File: config.mk
export PLATFORM = sky130hd
export DESIGN_NAME = zch_top
export DESIGN_NICKNAME = d
export VERILOG_FILES = /design/src/shared/zch_pkg.sv /design/src/rtl/zch_top.sv /design/src/rtl/zch_rx.sv
export SDC_FILE = /design/constraint.sdc
export NUM_CORES = 1
export LEC_CHECK = 0
export ABC_AREA = 1
export BUFFER_PORTS_ARGS = -buffer_cell sky130_fd_sc_hd__clkbuf_2
export CORE_MARGIN = 2
export CORE_UTILIZATION = 60
export CTS_CLUSTER_DIAMETER = 30
export DETAILED_ROUTE_END_ITERATION = 7
export MAX_ROUTING_LAYER = met4
export PLACE_DENSITY = 0.75
export SETUP_SLACK_MARGIN = 0.05
export SLEW_MARGIN = 30
export SYNTH_ARGS = -nofsm -noshare
export SYNTH_HDL_FRONTEND = slang
export SYNTH_SLANG_ARGS = --single-unit
export TNS_END_PERCENT = 100
File: constraint.sdc
create_clock -name clk -period 12.9 [get_ports clk]
set_clock_uncertainty 0.1 [all_clocks]
set_input_delay 2.58 -clock clk [delete_from_list [all_inputs] [get_ports clk]]
set_output_delay 2.58 -clock clk [all_outputs]
set_load 0.05 [all_outputs]
File: src/shared/zch_pkg.sv
// Constants, register map and carrier types of the zero-command handler.
// Assumes a 40 MHz clock and APB access with 32-bit data, one aligned word per register.
package zch_pkg;

	// Clock rate and stability wait.
	localparam int unsigned CLK_KHZ          = 40000;
	localparam int unsigned STAB_TIMEOUT_MS  = 2000;
	localparam int unsigned STAB_TIMEOUT_CYC = STAB_TIMEOUT_MS * CLK_KHZ;
	localparam int unsigned BAUD_DEFAULT     = 9600;
	localparam logic [15:0] BAUD_DIV_RST     = 16'(CLK_KHZ * 1000 / BAUD_DEFAULT);

	// Register byte offsets.
	localparam logic [7:0] OFF_CTRL   = 8'h00;
	localparam logic [7:0] OFF_BAUD   = 8'h04;
	localparam logic [7:0] OFF_ZLO    = 8'h08;
	localparam logic [7:0] OFF_ZHI    = 8'h0c;
	localparam logic [7:0] OFF_TARE   = 8'h10;
	localparam logic [7:0] OFF_ZERO   = 8'h14;
	localparam logic [7:0] OFF_GROSS  = 8'h18;
	localparam logic [7:0] OFF_NET    = 8'h1c;
	localparam logic [7:0] OFF_STATUS = 8'h20;

	// Control field positions and reset values.
	localparam int unsigned CTRL_APPROVED = 0;
	localparam int unsigned CTRL_HS       = 1;
	localparam int unsigned CTRL_EIGHT    = 2;
	localparam int unsigned CTRL_PAR_LSB  = 3;
	localparam logic [4:0]  CTRL_RST      = 5'h04;
	localparam logic [23:0] ZLO_RST       = 24'hffe000;
	localparam logic [23:0] ZHI_RST       = 24'h002000;

	// Characters of the text protocol.
	localparam logic [7:0] CH_Z    = 8'h5a;
	localparam logic [7:0] CH_I    = 8'h49;
	localparam logic [7:0] CH_FOUR = 8'h34;
	localparam logic [7:0] CH_CR   = 8'h0d;
	localparam logic [7:0] CH_LF   = 8'h0a;

	typedef enum logic [1:0] {PAR_NONE, PAR_EVEN, PAR_ODD} zch_par_t;
	typedef enum logic [1:0] {M_IDLE, M_WAIT, M_SEND} zch_mode_t;
	typedef enum logic [3:0] {R_ID, R_ZA, R_ZNX, R_ZP, R_ZM, R_ZIS, R_ZID, R_ZII, R_ZIP, R_ZIM, R_ES} zch_reply_t;

	// Serial framing settings shared by receiver and transmitter.
	typedef struct packed {
		logic     eight;
		zch_par_t par;
		logic [15:0] div;
	} zch_link_cfg_t;

	// One received character.
	typedef struct packed {
		logic       valid;
		logic       perr;
		logic [7:0] data;
	} zch_rx_byte_t;

	// Weighing front end as seen by the handler.
	typedef struct packed {
		logic signed [23:0] weight;
		logic               stable;
		logic               busy;
	} zch_meas_t;

endpackage : zch_pkg

File: src/rtl/zch_top.sv
// Zero-command handler: text commands over a serial link, zero and tare state, APB registers.
// Assumes the weighing front end and the APB master run on clk; rxd and cts_n are asynchronous pins.
//
// The register offsets and the APB interface to the registers were decided locally.
`timescale 1ns/1ps
`default_nettype none
module zch_top #(
	parameter int unsigned STAB_CYC  = zch_pkg::STAB_TIMEOUT_CYC,
	parameter logic [79:0] SERIAL_ID = "4242424242" // Arbitrary serial number.
) (
	input  wire logic               clk,
	input  wire logic               resetn,
	input  wire logic               ce,
	input  wire logic [7:0]         paddr,
	input  wire logic               psel,
	input  wire logic               penable,
	input  wire logic               pwrite,
	input  wire logic [31:0]        pwdata,
	input  wire logic [3:0]         pstrb,
	output logic [31:0]             prdata,
	output logic                    pready,
	output logic                    pslverr,
	input  wire logic               rxd,
	output logic                    txd,
	input  wire logic               cts_n,
	output logic                    dtr_n,
	input  wire zch_pkg::zch_meas_t meas
);
	import zch_pkg::*;

	typedef struct packed {
		zch_mode_t          st;
		logic [1:0]         clen;
		logic [7:0]         c0;
		logic [7:0]         c1;
		logic [31:0]        tmo;
		zch_reply_t         rep;
		zch_reply_t         last;
		logic [4:0]         idx;
		logic               txact;
		logic               txd;
		logic [15:0]        bcnt;
		logic [3:0]         bitn;
		logic [9:0]         sh;
		logic               cts1;
		logic               cts2;
		logic [4:0]         ctrl;
		logic [15:0]        div;
		logic signed [23:0] zlo;
		logic signed [23:0] zhi;
		logic signed [23:0] tare;
		logic signed [23:0] zero;
		logic signed [23:0] pwr;
		logic               pwr_ok;
		logic               ld;
		logic [31:0]        prd;
	} zch_state_t;

	typedef struct packed {
		logic [4:0]   len;
		logic [159:0] txt;
	} zch_msg_t;

	localparam zch_state_t ST_RST = '{st: M_SEND, rep: R_ID, last: R_ID, txd: 1'b1, cts1: 1'b1, cts2: 1'b1,
		ctrl: CTRL_RST, div: BAUD_DIV_RST, zlo: ZLO_RST, zhi: ZHI_RST, default: '0};

	zch_state_t         q;
	zch_state_t         d;
	zch_link_cfg_t      cfg;
	zch_rx_byte_t       rxb;
	zch_msg_t           msg;
	logic signed [23:0] rel;
	logic signed [23:0] gross;
	logic signed [23:0] net;
	logic               hi;
	logic               lo;
	logic               approved;
	logic               hs;
	logic               lf_in;
	logic               is_z;
	logic               is_imm;
	logic               unm;
	logic               wr;
	logic [31:0]        rd_w;
	logic [4:0]         k;
	logic [7:0]         tb;
	logic               send;
	logic               zdo;
	zch_reply_t         nrep;
	logic               hasp;
	logic               pb;
	logic [10:0]        fr;
	logic [3:0]         nb;

	// Reply text, right aligned; the last byte sent sits in the low bits.
	function automatic zch_msg_t reply_text(input zch_reply_t r, input logic [79:0] sid);
		zch_msg_t m;
		m = '{5'd4, 160'({"ES", 8'h0d, 8'h0a})};
		unique case (r)
			R_ID:  m = '{5'd19, 160'({CH_I, CH_FOUR, " A \"", sid, "\"", CH_CR, CH_LF})};
			R_ZA:  m = '{5'd5, 160'({CH_Z, " A", CH_CR, CH_LF})};
			R_ZNX: m = '{5'd5, 160'({CH_Z, " I", CH_CR, CH_LF})};
			R_ZP:  m = '{5'd5, 160'({CH_Z, " +", CH_CR, CH_LF})};
			R_ZM:  m = '{5'd5, 160'({CH_Z, " -", CH_CR, CH_LF})};
			R_ZIS: m = '{5'd6, 160'({CH_Z, CH_I, " S", CH_CR, CH_LF})};
			R_ZID: m = '{5'd6, 160'({CH_Z, CH_I, " D", CH_CR, CH_LF})};
			R_ZII: m = '{5'd6, 160'({CH_Z, CH_I, " I", CH_CR, CH_LF})};
			R_ZIP: m = '{5'd6, 160'({CH_Z, CH_I, " +", CH_CR, CH_LF})};
			R_ZIM: m = '{5'd6, 160'({CH_Z, CH_I, " -", CH_CR, CH_LF})};
			R_ES:  m = '{5'd4, 160'({"ES", CH_CR, CH_LF})};
		endcase
		return m;
	endfunction : reply_text

	// Sign extension of a 24-bit value to the bus width.
	function automatic logic [31:0] sx(input logic [23:0] v);
		return {{8{v[23]}}, v};
	endfunction : sx

	// Byte-lane merge of a write into an old register value.
	function automatic logic [31:0] wm(input logic [31:0] old, input logic [31:0] nw, input logic [3:0] st);
		logic [31:0] m;
		m = {{8{st[3]}}, {8{st[2]}}, {8{st[1]}}, {8{st[0]}}};
		return (old & ~m) | (nw & m);
	endfunction : wm

	// Link settings and weight arithmetic; the power-on point never moves.
	assign approved = q.ctrl[CTRL_APPROVED];
	assign hs       = q.ctrl[CTRL_HS];
	assign cfg      = '{eight: q.ctrl[CTRL_EIGHT], par: zch_par_t'(q.ctrl[CTRL_PAR_LSB +: 2]), div: q.div};
	assign rel      = meas.weight - q.pwr;
	assign gross    = rel - q.zero;
	assign net      = gross - q.tare;
	assign hi       = rel > q.zhi;
	assign lo       = rel < q.zlo;

	// Command line decode.
	assign lf_in = (q.st == M_IDLE) && rxb.valid && !rxb.perr && (rxb.data == CH_LF);
	assign is_z  = (q.clen == 2'd1) && (q.c0 == CH_Z);
	assign is_imm = (q.clen == 2'd2) && (q.c0 == CH_Z) && (q.c1 == CH_I);

	// Bus decode; read data is captured in every selected cycle and ready waits for that capture.
	assign pready  = ce && psel && penable && q.ld;
	assign wr      = pready && pwrite && !unm;
	assign pslverr = pready && unm;
	assign prdata  = q.prd;

	always_comb
	begin
		unm  = 1'b0;
		rd_w = 32'h0000_0000;
		unique case (paddr)
			OFF_CTRL:   rd_w = {27'h0, q.ctrl};
			OFF_BAUD:   rd_w = {16'h0, q.div};
			OFF_ZLO:    rd_w = sx(q.zlo);
			OFF_ZHI:    rd_w = sx(q.zhi);
			OFF_TARE:   rd_w = sx(q.tare);
			OFF_ZERO:   rd_w = sx(q.zero);
			OFF_GROSS:  rd_w = sx(gross);
			OFF_NET:    rd_w = sx(net);
			OFF_STATUS: rd_w = {26'h0, q.last, q.txact, q.st == M_WAIT};
			default:    unm = 1'b1;
		endcase
	end

	// Transmit byte and its frame, LSB first, start bit in bit 0.
	assign msg  = reply_text(q.rep, SERIAL_ID);
	assign k    = msg.len - 5'd1 - q.idx;
	assign tb   = msg.txt[{k, 3'b000} +: 8];
	assign hasp = (cfg.par == PAR_EVEN) || (cfg.par == PAR_ODD);
	assign pb   = (^(cfg.eight ? tb : {1'b0, tb[6:0]})) ^ (cfg.par == PAR_ODD);

	always_comb
	begin
		if (cfg.eight)
		begin
			fr = {1'b1, hasp ? pb : 1'b1, tb, 1'b0};
			nb = hasp ? 4'd11 : 4'd10;
		end
		else
		begin
			fr = {2'b11, hasp ? pb : 1'b1, tb[6:0], 1'b0};
			nb = hasp ? 4'd10 : 4'd9;
		end
	end

	// Next state: bus writes, command sequencing, zeroing and the transmitter.
	always_comb
	begin
		d      = q;
		send   = 1'b0;
		zdo    = 1'b0;
		nrep   = R_ES;
		d.cts1 = cts_n;
		d.cts2 = q.cts1;
		d.ld   = psel && !pready;
		if (psel)
			d.prd = rd_w;
		if (!q.pwr_ok)
		begin
			d.pwr    = meas.weight;
			d.pwr_ok = 1'b1;
		end
		if (wr)
		begin
			unique case (paddr)
				OFF_CTRL: d.ctrl = 5'(wm({27'h0, q.ctrl}, pwdata, pstrb));
				OFF_BAUD: d.div  = 16'(wm({16'h0, q.div}, pwdata, pstrb));
				OFF_ZLO:  d.zlo  = 24'(wm(sx(q.zlo), pwdata, pstrb));
				OFF_ZHI:  d.zhi  = 24'(wm(sx(q.zhi), pwdata, pstrb));
				OFF_TARE: d.tare = 24'(wm(sx(q.tare), pwdata, pstrb));
				default:  d.ctrl = q.ctrl;
			endcase
		end
		// Bit timing of a character in flight.
		if (q.txact)
		begin
			if (q.bcnt != 16'h0000)
				d.bcnt = q.bcnt - 16'h0001;
			else if (q.bitn == 4'd0)
				d.txact = 1'b0;
			else
			begin
				d.txd  = q.sh[0];
				d.sh   = {1'b1, q.sh[9:1]};
				d.bitn = q.bitn - 4'd1;
				d.bcnt = q.div - 16'h0001;
			end
		end
		unique case (q.st)
			M_IDLE:
			begin
				if (rxb.valid && !rxb.perr)
				begin
					if (rxb.data == CH_LF)
					begin
						d.clen = 2'd0;
						send   = 1'b1;
						if (is_z)
						begin
							if (meas.busy)
								nrep = R_ZNX;
							else
							begin
								send   = 1'b0;
								d.st   = M_WAIT;
								d.tmo  = STAB_CYC - 1;
							end
						end
						else if (is_imm)
						begin
							if (approved)
								nrep = R_ES;
							else if (meas.busy)
								nrep = R_ZII;
							else if (hi)
								nrep = R_ZIP;
							else if (lo)
								nrep = R_ZIM;
							else
							begin
								zdo  = 1'b1;
								nrep = meas.stable ? R_ZIS : R_ZID;
							end
						end
					end
					else if (rxb.data != CH_CR && q.clen != 2'd3)
					begin
						if (q.clen == 2'd0)
							d.c0 = rxb.data;
						else if (q.clen == 2'd1)
							d.c1 = rxb.data;
						d.clen = q.clen + 2'd1;
					end
				end
			end
			M_WAIT:
			begin
				if (meas.stable)
				begin
					send = 1'b1;
					if (hi)
						nrep = R_ZP;
					else if (lo)
						nrep = R_ZM;
					else
					begin
						zdo  = 1'b1;
						nrep = R_ZA;
					end
				end
				else if (q.tmo == 32'h0000_0000)
				begin
					send = 1'b1;
					nrep = R_ZNX;
				end
				else
					d.tmo = q.tmo - 32'h0000_0001;
			end
			M_SEND:
			begin
				if (!q.txact && q.idx == msg.len)
					d.st = M_IDLE;
				else if (!q.txact && (!hs || !q.cts2))
				begin
					d.txd   = fr[0];
					d.sh    = fr[10:1];
					d.bitn  = nb - 4'd1;
					d.bcnt  = q.div - 16'h0001;
					d.txact = 1'b1;
					d.idx   = q.idx + 5'd1;
				end
			end
			default: d.st = M_IDLE;
		endcase
		if (send)
		begin
			d.st   = M_SEND;
			d.rep  = nrep;
			d.last = nrep;
			d.idx  = 5'd0;
		end
		// A zeroing takes the present weight as zero and wins over a tare write in the same cycle.
		if (zdo)
		begin
			d.zero = rel;
			d.tare = 24'sh000000;
		end
	end

	// State register, frozen while the clock enable is low; power-on sends the identification.
	always_ff @(posedge clk or negedge resetn)
	begin
		if (!resetn)
			q <= ST_RST;
		else if (ce)
			q <= d;
	end

	assign txd   = q.txd;
	assign dtr_n = hs ? (q.st != M_IDLE) : 1'b0;

	zch_rx u_rx (
		.clk    (clk),
		.resetn (resetn),
		.ce     (ce),
		.rxd    (rxd),
		.cfg    (cfg),
		.rx_out (rxb)
	);
endmodule : zch_top
`default_nettype wire

File: src/rtl/zch_rx.sv
// Serial character receiver of the zero-command handler.
// Assumes rxd is an asynchronous pin; framing comes from the same clock domain.
`timescale 1ns/1ps
`default_nettype none
module zch_rx (
	input  wire logic                   clk,
	input  wire logic                   resetn,
	input  wire logic                   ce,
	input  wire logic                   rxd,
	input  wire zch_pkg::zch_link_cfg_t cfg,
	output var  zch_pkg::zch_rx_byte_t  rx_out
);
	import zch_pkg::*;

	typedef struct packed {
		logic         s1;
		logic         s2;
		logic         busy;
		logic [15:0]  bcnt;
		logic [3:0]   bitn;
		logic [9:0]   sh;
		zch_rx_byte_t out;
	} zch_rx_state_t;

	localparam zch_rx_state_t RX_RST = '{s1: 1'b1, s2: 1'b1, default: '0};

	zch_rx_state_t q;
	zch_rx_state_t d;
	logic          hasp;
	logic [3:0]    nbits;
	logic [9:0]    shn;
	logic [9:0]    al;
	logic [7:0]    d8;
	logic          pb;

	// Frame length after the start bit follows the configured format.
	assign hasp  = (cfg.par == PAR_EVEN) || (cfg.par == PAR_ODD);
	assign nbits = (cfg.eight ? 4'd9 : 4'd8) + {3'b000, hasp};
	assign shn   = {q.s2, q.sh[9:1]};
	assign al    = shn >> (4'd10 - nbits);
	assign d8    = cfg.eight ? al[7:0] : {1'b0, al[6:0]};
	assign pb    = cfg.eight ? al[8] : al[7];

	// Synchronise the pin, find the start bit, sample each bit at its middle.
	always_comb
	begin
		d           = q;
		d.s1        = rxd;
		d.s2        = q.s1;
		d.out.valid = 1'b0;
		if (!q.busy)
		begin
			if (!q.s2)
			begin
				d.busy = 1'b1;
				d.bcnt = cfg.div >> 1;
				d.bitn = 4'd0;
			end
		end
		else if (q.bcnt != 16'h0000)
			d.bcnt = q.bcnt - 16'h0001;
		else if (q.bitn == 4'd0)
		begin
			d.busy = !q.s2;
			d.bitn = 4'd1;
			d.bcnt = cfg.div - 16'h0001;
		end
		else
		begin
			d.sh   = shn;
			d.bcnt = cfg.div - 16'h0001;
			d.bitn = q.bitn + 4'd1;
			if (q.bitn == nbits)
			begin
				d.busy         = 1'b0;
				d.out.valid    = al[nbits - 4'd1]; // A missing stop bit drops the character.
				d.out.data     = d8;
				d.out.perr     = hasp && (pb != ((^d8) ^ (cfg.par == PAR_ODD)));
			end
		end
	end

	// State register, frozen while the clock enable is low.
	always_ff @(posedge clk or negedge resetn)
	begin
		if (!resetn)
			q <= RX_RST;
		else if (ce)
			q <= d;
	end

	assign rx_out = q.out;
endmodule : zch_rx
`default_nettype wire

==> flow_summary.json <==
{
  "status": "complete, no violations",
  "die_w_um": 196,
  "grt_pass1_vias": 21300,
  "numCtsBuffers": 78,
  "power_density_nw_per_um2": 254,
  "max_freq_mhz": 118,
  "postRouteWirelength_um": 68700,
  "yosysSeqAreaShare": 0.346,
  "clkLatencyLatePin_ns": 0.60,
  "synthFlopType": "dfrtp_1",
  "hold_end": "q[175]",
  "critPathTopFamily": "simple AND/OR/NAND/NOR gates",
  "synth.largest_area_cell": "dfrtp_1",
  "fin_nets": 3392,
  "yosys.area.top_type_share": 0.319,
  "timing.final.max_slew_violations": 0,
  "setup_slack_ns": 4.40,
  "track_usage": 0.374,
  "syn-num-nets": 3308,
  "drive_above_1_share": 0.110,
  "worst-r2r-setup-slack_ns": 6.14,
  "holdCritStartpoint": "q[175]",
  "setup_viol": 0,
  "cts_hold_buf": 0,
  "clkSinkCount": 304,
  "grt_max_degree": 152,
  "place_ws_ns": 3.95,
  "cts.clk_slew.worst_paths_ns": 0.05,
  "post_cts_buffers": 0,
  "hold_depth": 2,
  "utilization": 0.701,
  "drv_cap": 0,
  "cts_resized": 0,
  "cp_data_arrival_time_ns": 8.88,
  "synthTopCellsByArea": "dfrtp_1 (32%), nand2_1 (12%), ha_1 (7.8%)",
  "avgViaCountPerCell": 5.87,
  "portBuffers": 104,
  "cp_slowest_cell": "xor2_1",
  "htreeDepth": 3,
  "area_growth_pct": 15.7,
  "worst-path-buf-inv": 3,
  "grt_pass1_wl_um": 111000,
  "cp.required_ns": 13.28,
  "hp-class": "register to register",
  "start_kind": "primary input",
  "antenna_found_initial": 2,
  "dp_hpwl_um": 50400,
  "hold_viol": 0,
  "tightest_slew_ns": 1.05,
  "fin_crit_ns": 8.50,
  "gp_congestion": 1.05,
  "p_leak_nw": 12.4,
  "grt-ovfl-total": 0,
  "syn-cell-area_sq_um": 22100,
  "avgRoutedWirePerCell_um": 18.5,
  "row_count": 70,
  "rsz0062_at_grt": "false",
  "irDropWorstVdd_mv": 0.149,
  "crit-reg2reg-launch": "q[34]",
  "synth.avg_cell_area_sq_um": 7.15,
  "drc": 0,
  "layout.cells.non_filler": 3707,
  "crit_fanout": 5,
  "synth_edf_count": 0,
  "dieArea_sq_um": 38300,
  "first_pass_iters": 6,
  "ys_warn_count": 0,
  "syn_inst": 3089,
  "ys_ff_latch": 304,
  "endpoint_kind": "register",
  "ys_async_sr_fraction": 1.00,
  "r2r_end": "prdata[22]",
  "synthDistinctLibCells": 69,
  "initial_core_util": 0.606,
  "first_iter_violations": 1823,
  "ff2ff_path_depth": 27,
  "root_buffer": "clkbuf_16",
  "dp_cells": 3561,
  "path_class": "primary input to register",
  "core_area_sq_um": 36400,
  "die_height_um": 196,
  "ios": 114,
  "slew_headroom": 0.290,
  "cts_tree": "done",
  "ant_nets": 0,
  "tns_ns": 0,
  "clk_path_buf_depth": 3,
  "cpPeakStageDelay_ns": 0.64,
  "dr_total_vias": 21800,
  "fin_crit_sh": 0.659
}
## routing by layer
metal,global-route usage,share of wire
met1,0.449,0.41
met4,0.185,0.052
met3,0.0528,0.058
met2,0.621,0.48
met5,-,0
## cell usage in the layout, fill, tap and decap left out, types with 9 or more instances in the layout
master / Yosys / routed
a211oi_1: 9 / 9
a21oi_1: 215 / 215
a221oi_1: 14 / 14
a22oi_1: 20 / 20
a31oi_1: 19 / 19
buf_4: 33 / 9
bufinv_16: 0 / 14
clkbuf_16: 0 / 78
clkbuf_2: 0 / 103
clkbuf_8: 0 / 10
clkinvlp_4: 0 / 10
dfrtp_1: 281 / 281
dfstp_2: 23 / 23
ha_1: 137 / 137
inv_1: 433 / 432
inv_2: 13 / 15
inv_6: 0 / 9
nand2_1: 685 / 683
nand2_2: 15 / 17
nand3_1: 127 / 127
nand4_1: 31 / 31
nor2_1: 251 / 251
nor3_1: 53 / 53
nor4_1: 26 / 26
o211ai_1: 22 / 22
o21a_1: 10 / 10
o21ai_0: 328 / 328
o21ai_1: 12 / 11
o221ai_1: 21 / 21
o22ai_1: 42 / 42
xnor2_1: 12 / 12
xor2_1: 69 / 69
## final cells by class
| cell class | count | area, sq um |
|---|---|---|
| Inverter | 454 | 1710 |
| Fill cell | 3086 | 10900 |
| Tap cell | 468 | 586 |
| Antenna cell | 2 | 5.00 |
| Clock inverter | 48 | 691 |
| Sequential cell | 304 | 7640 |
| Clock buffer | 96 | 2120 |
| Timing Repair Buffer | 114 | 618 |
| Multi-Input combinational cell | 2221 | 12200 |
## report_power, final
group	switching (mW)	internal, mW	leakage [nW]	total, mW
logic	2.10	1.01	7.22	3.11
clock network	0.627	1.45	1.35	2.08
registers	0.154	1.14	3.78	1.30
total	2.88	3.60	12.4	6.48
## worst reg2reg max path: stages, from the launching register on
cell and delay [ns]:
dfrtp_1 0.38, ha_1 0.22, fa_1 0.40, o21ai_0 0.61, a21oi_1 0.21, o21ai_0 0.32
xor2_1 0.64, ha_1 0.33, nand2_1 0.12, nor2_1 0.15, nor3b_1 0.31, nand4_1 0.16
nand3_1 0.19, inv_1 0.05, o21ai_0 0.25, xor2_1 0.34, ha_1 0.27, nand2_1 0.12
nor4_1 0.40, nand3_1 0.12, nand3_1 0.18, nand3_1 0.09, o211ai_1 0.11, a21oi_1 0.10
o21ai_0 0.11, o2111ai_1 0.20, nand2_1 0.11, nand2_1 0.06
## cells by family after synthesis
logic type	count (synthesis)	synth area share
buffers and inverters	564	0.103
and+or+nand+nor	1240	0.242
adders and majority gates	141	0.0813
AOI/OAI and AO/OA	754	0.194
muxes	5	0.00255
DFF	304	0.346
xor gates and xnor gates	81	0.0321
## per-stage QoR
step / area (sq um) / hold slack (ns) / power [mW]
6_report: 25500 / 0.364 / 6.48
5_1_grt: 25500 / 0.386 / 6.97
4_1_cts: 25500 / 0.361 / 6.44
3_5_place_dp: 22700 / 0.355 / 4.33
3_3_place_gp: 22700 / 0.335 / 4.26
2_1_floorplan: 22100 / 0.323 / 3.60
## cell usage after synthesis (14+ instances only)
cell type,count
o221ai_1,21
nor2_1,251
o211ai_1,22
nor3_1,53
a22oi_1,20
buf_4,33
nand2_1,685
dfstp_2,23
xor2_1,69
nand2_2,15
clkbuf_1,60
nor4_1,26
o21ai_0,328
o22ai_1,42
inv_1,433
a221oi_1,14
ha_1,137
a31oi_1,19
a21oi_1,215
nand4_1,31
nand3_1,127
dfrtp_1,281
## how the worst max path moves through the flow
stage	start	to	cells past startpoint
3_3_place_gp	meas[2]	prdata[22]	29
3_5_place_dp	meas[2]	q[72]	25
6_report	meas[2]	prdata[22]	29
2_1_floorplan	meas[2]	prdata[30]	31
4_1_cts	meas[2]	prdata[22]	29
5_1_grt	meas[2]	prdata[22]	31
Power figures use the tool's default switching activity.
